`config.mk`:
```
export PLATFORM = sky130hd
export DESIGN_NAME = hrc_top
export DESIGN_NICKNAME = d
export VERILOG_FILES = /design/src/rtl/hrc_pkg.sv /design/src/rtl/hrc_top.sv
export SDC_FILE = /design/constraint.sdc
export NUM_CORES = 1
export LEC_CHECK = 0
export BUFFER_PORTS_ARGS = -buffer_cell sky130_fd_sc_hd__buf_4
export CAP_MARGIN = 20
export CELL_PAD_IN_SITES_DETAIL_PLACEMENT = 1
export CELL_PAD_IN_SITES_GLOBAL_PLACEMENT = 2
export CORE_ASPECT_RATIO = 1.75
export CORE_MARGIN = 5
export CORE_UTILIZATION = 35
export DETAILED_ROUTE_END_ITERATION = 8
export GPL_TIMING_DRIVEN = 0
export HOLD_SLACK_MARGIN = 0.1
export MAX_ROUTING_LAYER = met4
export PLACE_DENSITY_LB_ADDON = 0.1
export RECOVER_POWER = 100
export SYNTH_ARGS = -nofsm -noshare
export SYNTH_HDL_FRONTEND = slang
export SYNTH_SLANG_ARGS = --single-unit
```
`constraint.sdc`:
```
create_clock -name pclk -period 2.6 [get_ports pclk]
set_clock_uncertainty 0.1 [all_clocks]
set_input_delay 0.13 -clock pclk [delete_from_list [all_inputs] [get_ports pclk]]
set_output_delay 0.13 -clock pclk [all_outputs]
set_load 0.01 [all_outputs]
```
`src/rtl/hrc_pkg.sv`:
```
// shared constants, register map and types of the halt release controller
package hrc_pkg;

	// ==========================================================
	// register map (byte addresses on the apb bus)
	localparam logic [7:0] OFF_CTRL   = 8'h00;
	localparam logic [7:0] OFF_FLAGS  = 8'h04;
	localparam logic [7:0] OFF_IRQ    = 8'h08;
	localparam logic [7:0] OFF_STATUS = 8'h0c;

	// ==========================================================
	// field positions
	localparam int FLG_CARRY  = 0;
	localparam int FLG_KEY    = 1;
	localparam int IRQ_EXT    = 0;
	localparam int IRQ_TMR    = 1;
	localparam int STS_HALTED = 0;
	localparam int STS_INSVC  = 1;
	localparam int STS_GIE    = 2;
	localparam int STS_OP_LSB = 4;
	localparam int STS_KEYLSB = 8;
	localparam int STS_VECLSB = 16;

	// halt operand bits
	localparam int OP_KEY = 0;
	localparam int OP_TMR = 1;
	localparam int OP_IRQ = 3;

	// ==========================================================
	// reset values; reset itself clears the pull-downs, PULLDN_RST loads after it
	localparam logic [5:0] CTRL_RST    = 6'h00;
	localparam logic [3:0] PULLDN_RST  = 4'hf;
	localparam logic [15:0] VEC_RST    = 16'h0000;

	// ==========================================================
	// timing
	localparam int CLK_FREQ_KHZ = 125000;
	localparam int MS_TIME      = 1;
	localparam int CYC_PER_MS   = CLK_FREQ_KHZ * MS_TIME;
	localparam logic [7:0] INTV_MS0 = 8'h01;
	localparam logic [7:0] INTV_MS1 = 8'h05;
	localparam logic [7:0] INTV_MS2 = 8'h64;
	localparam logic [7:0] INTV_MS3 = 8'hfa;

	// interrupt vectors
	localparam logic [15:0] VEC_TMR = 16'h0003;
	localparam logic [15:0] VEC_EXT = 16'h0005;

	// ==========================================================
	// types
	typedef struct packed {
		logic       perm_tmr;
		logic       perm_ext;
		logic [1:0] tick_sel;
		logic [1:0] carry_sel;
	} hrc_ctrl_s;

	typedef enum logic [1:0] {
		ST_RUN  = 2'b01,
		ST_HALT = 2'b10
	} hrc_state_e;

endpackage : hrc_pkg

```
`src/rtl/hrc_top.sv`:
```
// halt release controller with apb register access
//
// The APB interface to the registers and the register addresses were left to the implementer.
`timescale 1ns/1ps

// Contract
// key pins usable as inputs with pull-downs
// operand 0010B selects timer carry release
// release at once when carry flag is set
// carry flag set at 1/5/100/250 ms
// both select bits high give 250 ms
// operand 1000B selects interrupt release
// release when ext or timer irq acknowledged
// ack needs global enable, permit, request
// disabled pending request never acks or releases
// vectors 0003H timer, 0005H external pin
// interrupt return resumes after the halt
// external pin wins over timer when simultaneous
// pending enabled request acked on interrupt return
// halt sees stale flags; pending means ignored
// software puts a nop before halt
// any selected condition releases halt
// cause readable by vector, carry, key flag
// leaving halt keeps carry flag set
// software tests every condition by priority
// operand 0001B releases on any key high
// operand 0000B only reset ends halt
// non-interrupt release resumes after halt
// release is or of operand bits and sources
module hrc_top #(
	parameter int CYC_PER_MS = hrc_pkg::CYC_PER_MS
) (
	input  wire logic        pclk,
	input  wire logic        presetn,
	input  wire logic        psel,
	input  wire logic        penable,
	input  wire logic        pwrite,
	input  wire logic [7:0]  paddr,
	input  wire logic [31:0] pwdata,
	output logic      [31:0] prdata,
	output logic             pready,
	output logic             pslverr,
	input  wire logic [3:0]  key_input_pins,
	input  wire logic        ext_irq_pin,
	input  wire logic        instr_retire,
	input  wire logic        instr_halt,
	input  wire logic [3:0]  halt_operand,
	input  wire logic        global_irq_enable_instr,
	input  wire logic        global_irq_disable_instr,
	input  wire logic        return_from_irq_instr,
	output logic             cpu_halted,
	output logic             cpu_resume,
	output logic             irq_ack,
	output logic      [15:0] irq_vector,
	output logic             halt_ignored,
	output logic      [3:0]  key_pulldown_en
);

	// ==========================================================
	// state
	hrc_pkg::hrc_ctrl_s  ctrl_r;
	hrc_pkg::hrc_state_e st_r;
	hrc_pkg::hrc_state_e st_nxt;
	logic [3:0]  op_r;
	logic [31:0] prdata_r;
	logic        pready_r;
	logic        pslverr_r;
	logic [3:0]  key_s1_r;
	logic [3:0]  key_s2_r;
	logic        ext_s1_r;
	logic        ext_s2_r;
	logic        ext_s3_r;
	logic        carry_r;
	logic        keyflag_r;
	logic [1:0]  irq_req_r;
	logic [1:0]  irq_req_nxt;
	logic [1:0]  irq_snap_r;
	logic        gie_r;
	logic        in_svc_r;
	logic [15:0] vec_r;
	logic        halted_r;
	logic        resume_r;
	logic        ack_r;
	logic        ignored_r;
	logic [3:0]  pulldn_r;
	logic [31:0] pre_cnt_r;
	logic        ms_tick_r;
	logic [1:0]  tick_r;

	// ==========================================================
	// apb decode
	// reads are captured in the setup cycle, so prdata
	// is already settled when pready rises
	wire setup_ph = psel & ~penable;
	wire access   = psel & penable & pready_r;
	wire wr       = access & pwrite;
	wire hit_ctrl = paddr == hrc_pkg::OFF_CTRL;
	wire hit_flg  = paddr == hrc_pkg::OFF_FLAGS;
	wire hit_irq  = paddr == hrc_pkg::OFF_IRQ;
	wire hit_sts  = paddr == hrc_pkg::OFF_STATUS;
	wire hit_any  = hit_ctrl | hit_flg | hit_irq | hit_sts;
	wire wr_ctrl  = wr & hit_ctrl;
	wire wr_flg   = wr & hit_flg;
	wire wr_irq   = wr & hit_irq;

	wire [31:0] rd_ctrl = {26'h0, ctrl_r};
	wire [31:0] rd_flg  = {30'h0, keyflag_r, carry_r};
	wire [31:0] rd_irq  = {30'h0, irq_req_r};
	wire [31:0] rd_sts  = {vec_r, 4'h0, key_s2_r, op_r, 1'b0,
			gie_r, in_svc_r, halted_r};
	wire [31:0] rd_data = hit_ctrl ? rd_ctrl :
			hit_flg ? rd_flg :
			hit_irq ? rd_irq :
			hit_sts ? rd_sts : 32'h0;

	// ==========================================================
	// interrupt acknowledge
	// a request counts only when permitted and globally enabled
	wire [1:0] perm = {ctrl_r.perm_tmr, ctrl_r.perm_ext};
	wire [1:0] pend = perm & irq_req_r; // see R8
	wire [1:0] stale_pend = perm & irq_snap_r;
	wire svc_busy = in_svc_r & ~return_from_irq_instr;
	wire in_halt  = st_r == hrc_pkg::ST_HALT;
	// running cpu takes interrupts at instruction boundaries only
	wire ack_slot = in_halt ? op_r[hrc_pkg::OP_IRQ] :
			(instr_retire | return_from_irq_instr);
	wire ack_now  = gie_r & ~svc_busy & (|pend) & ack_slot;
	// fixed priority, external pin first
	wire ack_ext  = ack_now & pend[hrc_pkg::IRQ_EXT];
	wire ack_tmr  = ack_now & ~pend[hrc_pkg::IRQ_EXT];
	wire [15:0] ack_vec = ack_ext ? hrc_pkg::VEC_EXT :
			hrc_pkg::VEC_TMR;
	wire [1:0] ack_bits = {ack_tmr, ack_ext};

	// ==========================================================
	// release evaluation
	wire key_any = |key_s2_r;
	wire release_req = (op_r[hrc_pkg::OP_KEY] & key_any) |
			(op_r[hrc_pkg::OP_TMR] & carry_r) |
			(op_r[hrc_pkg::OP_IRQ] & ack_now); // see R23 see R16
	// halt is judged on flags one instruction old
	wire halt_block = halt_operand[hrc_pkg::OP_IRQ] & gie_r &
			(|stale_pend);
	// edge taken behind the synchroniser; the pin idles low,
	// so no false edge follows reset
	wire ext_rise = ext_s2_r & ~ext_s3_r;
	wire [1:0] set_evt = {tick_r[1], ext_rise};

	// ==========================================================
	// halt state machine
	// zero operand never matches, so only reset leaves halt
	// a refused halt stays in run, pulses halt_ignored
	// and still loads op_r
	always_comb begin
		st_nxt = st_r;
		case (st_r)
		hrc_pkg::ST_RUN: begin
			if (instr_halt && !halt_block) begin
				st_nxt = hrc_pkg::ST_HALT;
			end
		end
		hrc_pkg::ST_HALT: begin
			if (release_req) begin
				st_nxt = hrc_pkg::ST_RUN; // see R3 see R7
			end
		end
		default: begin
			st_nxt = hrc_pkg::ST_RUN;
		end
		endcase
	end

	always_ff @(posedge pclk or negedge presetn) begin
		if (!presetn) begin
			st_r      <= hrc_pkg::ST_RUN;
			op_r      <= 4'h0;
			halted_r  <= 1'b0;
			resume_r  <= 1'b0;
			ignored_r <= 1'b0;
		end else begin
			st_r      <= st_nxt;
			halted_r  <= st_nxt == hrc_pkg::ST_HALT;
			// resume points at the instruction after the halt
			resume_r  <= in_halt & release_req; // see R22
			ignored_r <= (st_r == hrc_pkg::ST_RUN) & instr_halt &
					halt_block;
			if (st_r == hrc_pkg::ST_RUN && instr_halt) begin
				op_r <= halt_operand;
			end
		end
	end

	// ==========================================================
	// interrupt flags
	// hardware set wins over a software clear in the same cycle
	// a write replaces the request, an ack clears it,
	// a new event beats both
	always_comb begin
		for (int i = 0; i < 2; i++) begin
			irq_req_nxt[i] = set_evt[i] |
					(wr_irq ? pwdata[i] :
					(irq_req_r[i] & ~ack_bits[i]));
		end
	end

	always_ff @(posedge pclk or negedge presetn) begin
		if (!presetn) begin
			irq_req_r  <= 2'h0;
			irq_snap_r <= 2'h0;
			gie_r      <= 1'b0;
			in_svc_r   <= 1'b0;
			vec_r      <= hrc_pkg::VEC_RST;
			ack_r      <= 1'b0;
		end else begin
			irq_req_r <= irq_req_nxt;
			if (instr_retire) begin
				irq_snap_r <= irq_req_r;
			end
			if (ack_now) begin
				gie_r <= 1'b0;
			end else if (global_irq_enable_instr) begin
				gie_r <= 1'b1;
			end else if (global_irq_disable_instr) begin
				gie_r <= 1'b0;
			end
			in_svc_r <= ack_now | svc_busy;
			ack_r    <= ack_now;
			if (ack_now) begin
				vec_r <= ack_vec;
			end
		end
	end

	// ==========================================================
	// pin synchronisers
	// two flops per key pin, three on the ext pin; the first one never feeds logic
	always_ff @(posedge pclk or negedge presetn) begin
		if (!presetn) begin
			key_s1_r <= 4'h0;
			key_s2_r <= 4'h0;
			ext_s1_r <= 1'b0;
			ext_s2_r <= 1'b0;
			ext_s3_r <= 1'b0;
			pulldn_r <= 4'h0;
		end else begin
			key_s1_r <= key_input_pins;
			key_s2_r <= key_s1_r;
			ext_s1_r <= ext_irq_pin;
			ext_s2_r <= ext_s1_r;
			ext_s3_r <= ext_s2_r;
			pulldn_r <= hrc_pkg::PULLDN_RST;
		end
	end

	// ==========================================================
	// interval timers: channel 0 carry flag, channel 1 tick irq
	// one shared millisecond enable keeps both channels in
	// step and costs a single wide counter
	always_ff @(posedge pclk or negedge presetn) begin
		if (!presetn) begin
			pre_cnt_r <= 32'h0;
			ms_tick_r <= 1'b0;
		end else begin
			ms_tick_r <= pre_cnt_r == 32'(CYC_PER_MS - 1);
			if (pre_cnt_r == 32'(CYC_PER_MS - 1)) begin
				pre_cnt_r <= 32'h0;
			end else begin
				pre_cnt_r <= pre_cnt_r + 32'h1;
			end
		end
	end

	wire [1:0] ch_sel [2];
	assign ch_sel[0] = ctrl_r.carry_sel;
	assign ch_sel[1] = ctrl_r.tick_sel;

	for (genvar g = 0; g < 2; g++) begin : g_tmr
		logic [7:0] ms_cnt_r;
		wire  [7:0] limit = (ch_sel[g] == 2'h0) ? hrc_pkg::INTV_MS0 :
				(ch_sel[g] == 2'h1) ? hrc_pkg::INTV_MS1 :
				(ch_sel[g] == 2'h2) ? hrc_pkg::INTV_MS2 :
				hrc_pkg::INTV_MS3; // see R4
		// a shorter select mid-count wraps on the next millisecond tick, no lost tick
		wire  wrap = ms_tick_r & ((ms_cnt_r + 8'h1) >= limit);
		always_ff @(posedge pclk or negedge presetn) begin
			if (!presetn) begin
				ms_cnt_r  <= 8'h0;
				tick_r[g] <= 1'b0;
			end else begin
				tick_r[g] <= wrap;
				if (wrap) begin
					ms_cnt_r <= 8'h0;
				end else if (ms_tick_r) begin
					ms_cnt_r <= ms_cnt_r + 8'h1;
				end
			end
		end
	end

	// ==========================================================
	// carry and key flags, cleared only by software write-one
	always_ff @(posedge pclk or negedge presetn) begin
		if (!presetn) begin
			carry_r   <= 1'b0;
			keyflag_r <= 1'b0;
		end else begin
			// halt exit does not touch carry_r
			carry_r   <= tick_r[0] | (carry_r &
					~(wr_flg & pwdata[hrc_pkg::FLG_CARRY]));
			keyflag_r <= key_any | (keyflag_r &
					~(wr_flg & pwdata[hrc_pkg::FLG_KEY]));
		end
	end

	// ==========================================================
	// apb slave: one wait-free access cycle
	// pready is a one-cycle pulse, and a setup straight
	// after an access is accepted
	always_ff @(posedge pclk or negedge presetn) begin
		if (!presetn) begin
			ctrl_r    <= hrc_pkg::CTRL_RST;
			prdata_r  <= 32'h0;
			pready_r  <= 1'b0;
			pslverr_r <= 1'b0;
		end else begin
			pready_r  <= setup_ph;
			pslverr_r <= setup_ph & ~hit_any;
			if (setup_ph) begin
				prdata_r <= rd_data;
			end
			if (wr_ctrl) begin
				ctrl_r <= pwdata[5:0];
			end
		end
	end

	// ==========================================================
	// outputs
	// all straight from flops, so no decode glitch reaches a pin
	assign prdata          = prdata_r;
	assign pready          = pready_r;
	assign pslverr         = pslverr_r;
	assign cpu_halted      = halted_r;
	assign cpu_resume      = resume_r;
	assign irq_ack         = ack_r;
	assign irq_vector      = vec_r;
	assign halt_ignored    = ignored_r;
	assign key_pulldown_en = pulldn_r;

endmodule : hrc_top

```
==> impl_metrics.env <==
export IMPL_status="completed"
export IMPL_numPortBuffers=59
export IMPL_final_common_cell="dfrtp_1"
export IMPL_synth_compound_area_share_pct=8.92
export IMPL_synth_top_family_by_area="simple AND/OR/NAND/NOR gates"
export IMPL_worstPathArrival_ns=2.64
export IMPL_cts_tree="done"
export IMPL_crit_fanout=6
export IMPL_fmax_ghz=0.405
export IMPL_reg2regPathDepth=10
export IMPL_stdcell_count=828
export IMPL_antenna_left=0
export IMPL_fillCellCount=1747
export IMPL_whs_path_depth=3
export IMPL_antenna_found_initial=0
export IMPL_netlist_cell_type_count=59
export IMPL_place_gp_congestion=0.763
export IMPL_clk_latency_ns=0.35
export IMPL_p_leak_nw=3.35
export IMPL_hp_class="input pin to register"
export IMPL_ys_warn_count=0
export IMPL_pwr_density_cell_nw_per_um2=532
export IMPL_ir_drop_uv=282
export IMPL_root_buffer="clkbuf_16"
export IMPL_remaining_drc_errors=0
export IMPL_rsz0062_at_grt="no"
export IMPL_grt_max_degree=61
export IMPL_fp_dieH_um=176
export IMPL_fin_crit_sh_pct=95.1
export IMPL_drv_slew=0
export IMPL_grt_overflow=0
export IMPL_r2r_setup_slack_ns=0.13
export IMPL_synth_xor_area_share_pct=6.18
export IMPL_grtUsageTotal_pct=16.1
export IMPL_num_io_pins=117
export IMPL_cp_required_ns=2.77
export IMPL_area_growth_pct=22.5
export IMPL_finalSetupViolCount=0
export IMPL_numCtsBuffers=9
export IMPL_period_minus_slack_ns=2.47
export IMPL_core_area_um2=15500
export IMPL_fp_row_count=60
export IMPL_vias_per_cell=5.01
export IMPL_ys_async_sr_fraction_pct=100
export IMPL_via_count=4152
export IMPL_synthAdderAreaFrac_pct=6.11
export IMPL_die_width_um=105
export IMPL_cts_max_path_buffers=2
export IMPL_routedWlPerCell_um=17.2
export IMPL_syn_cell_area_um2=5530
export IMPL_drv_cap=0
export IMPL_initial_core_util_pct=35.7
export IMPL_synthSimpleGateAreaFrac_pct=18.5
export IMPL_synth_area_per_cell_um2=10.8
export IMPL_n_antenna_cell=0
export IMPL_ys_flop_type="dfrtp_1"
export IMPL_worstSetupPathType="register to register"
export IMPL_end_kind="register"
export IMPL_synth_edf_count=0
export IMPL_first_global_vias=4661
export IMPL_final_cell_mix="104 x dfrtp_1, 63 x buf_4, 41 x nand2_1, 39 x clkbuf_1, 34 x nand3_1"
export IMPL_ys_seq_area_share_pct=48.5
export IMPL_dieArea_um2=18500
export IMPL_drt_iter0_markers=106
export IMPL_synth_cells=512
export IMPL_critPathLaunchType="register"
export IMPL_finalHoldViolCount=0
export IMPL_grt_pass1_wl_um=23800
export IMPL_synth_seq_cells=107
export IMPL_holdWs_ns=0.0941
export IMPL_slew_headroom_pct=13.1
export IMPL_wl_um=14300
export IMPL_hpwl_um=10800
export IMPL_cts_htree_levels=3
export IMPL_drive_above_1_share_pct=17.9
export IMPL_nets=723
export IMPL_clk_pin_slew_worst_paths_ns=0.08
export IMPL_clock_sinks=107
export IMPL_synth_mux_area_share_pct=4.03
export IMPL_drt_pre_antenna_iters=4
export IMPL_place_inst=787
export IMPL_worstMarginPinSlew_ns=1.30
==> flip-flops by register name, indices dropped and copies added (netlist names), 2 cells and up <==
| signal | flops |
|---|---|
| key_s1_r | 4 |
| g_tmr.ms_cnt_r | 16 |
| pre_cnt_r | 32 |
| irq_vector | 3 |
| irq_req_r | 2 |
| irq_snap_r | 2 |
| ctrl_r | 2 |
| key_s2_r | 4 |
| ch_sel | 4 |
| prdata | 15 |
| st_r | 2 |
| op_r | 4 |
==> cells by family (layout without fill, tap and decap cells) <==
| family | count (synthesis) | in the layout |
|---|---|---|
| buf+inv | 75 | 176 |
| flops | 107 | 107 |
| compound gates | 65 | 65 |
| xor+xnor | 39 | 39 |
| other cells | 2 | 31 |
| fa+ha+maj | 27 | 27 |
| simple gates | 181 | 181 |
| mux | 16 | 16 |
==> layout make-up <==
class	instances	area (um^2)	area share, %
clock inverter	7	65.1	0.960
sequential	107	2680	39.6
timing repair buffer	87	636	9.38
inverter	25	93.8	1.39
clock buffer	9	225	3.32
tap	186	233	3.44
multi-input combinational	359	2530	37.3
buffer	48	312	4.60
==> report_power, final <==
group / switching (mW) / leakage [nW] / internal [mW] / total [mW]
clock: 0.688 / 0.146 / 0.679 / 1.37
combinational: 0.217 / 1.80 / 0.202 / 0.419
sequential: 0.0731 / 1.40 / 1.74 / 1.82
total: 0.978 / 3.35 / 2.63 / 3.60
==> critical path, cell delays in order, from the launching register on <==
cell and delay (ns):
dfrtp_2 0.42, ha_1 0.20, nand3_1 0.13, nor2_1 0.15, xor2_1 0.29, ha_1 0.31
a21o_1 0.22, a21oi_4 0.18, buf_12 0.14, and3_1 0.15, o2bb2ai_1 0.11
==> path summary, 6_finish.rpt <==
kind / from / end
worst max-delay path: g_tmr[1].ms_cnt_r[0] / g_tmr[1].ms_cnt_r[4]
worst min-delay path: instr_halt / halt_ignored
worst max register to register: g_tmr[1].ms_cnt_r[0] / g_tmr[1].ms_cnt_r[4]
worst min register to register: ext_s1_r / ext_s2_r
max in group asynchronous: presetn / pre_cnt_r[6]
min in group asynchronous: presetn / key_pulldown_en[0]
==> per-stage QoR <==
stage	utilization (%)	power, mW	area [um^2]	setup WS (ns)	setup TNS (ns)
detailed placement	41.0	2.27	6340	-0.335	-2.46
floorplan	-	2.07	5640	0.213	0
global route	43.8	3.76	6770	0.0123	0
global placement	40.8	2.25	6310	-0.329	-2.28
finish	43.8	3.60	6770	0.128	0
CTS	44.4	3.68	6860	0.0120	0
==> what timing repair did <==
item                                    CTS  global route
hold buffers                             20             0
setup buffers                             1             6
endpoints found under the setup margin   18            17
pin swaps                                 1             2
resized for setup                         7             5
endpoints found under the hold margin    70             0
==> metal layers <==
| metal | track usage (%) | vias up | wire length [um] |
|---|---|---|---|
| li1 | - | 2002 | - |
| met2 | 30.4 | 72 | 7940 |
| met3 | 2.56 | 16 | 392 |
| met5 | - | - | 0 |
| met1 | 17.2 | 2062 | 5680 |
| met4 | 4.64 | 0 | 252 |
==> synth_stat cells, types with 2 or more instances <==
cell type,number,area share (%)
dfrtp_1,106,48
nand2_1,41,2.8
buf_4,35,4.8
nand3_1,34,3.1
ha_1,27,6.1
inv_1,25,1.7
xnor2_1,23,3.6
nand4_1,19,2.2
nor2_1,17,1.2
xor2_1,16,2.5
nor2b_1,13,1.5
a41o_1,12,2.2
clkbuf_1,11,0.75
a21oi_1,10,0.91
and3_1,8,0.91
nor4_1,7,0.79
o21ai_0,7,0.63
a21o_1,6,0.81
and4_1,6,0.95
mux2_2,6,1.2
mux2_4,6,1.6
nand2b_1,6,0.68
and2_1,5,0.57
or3_1,5,0.57
a211oi_1,4,0.54
a22oi_1,4,0.54
o21a_1,4,0.54
or4_1,4,0.54
buf_2,3,0.27
nor3_1,3,0.27
or2_2,3,0.34
a21boi_0,2,0.27
conb_1,2,0.14
mux2i_1,2,0.36
mux4_2,2,0.81
nor4_4,2,0.77
o2111a_1,2,0.41
o22ai_1,2,0.23
o311ai_0,2,0.32
Note: power is estimated with default switching activity, not from simulation.
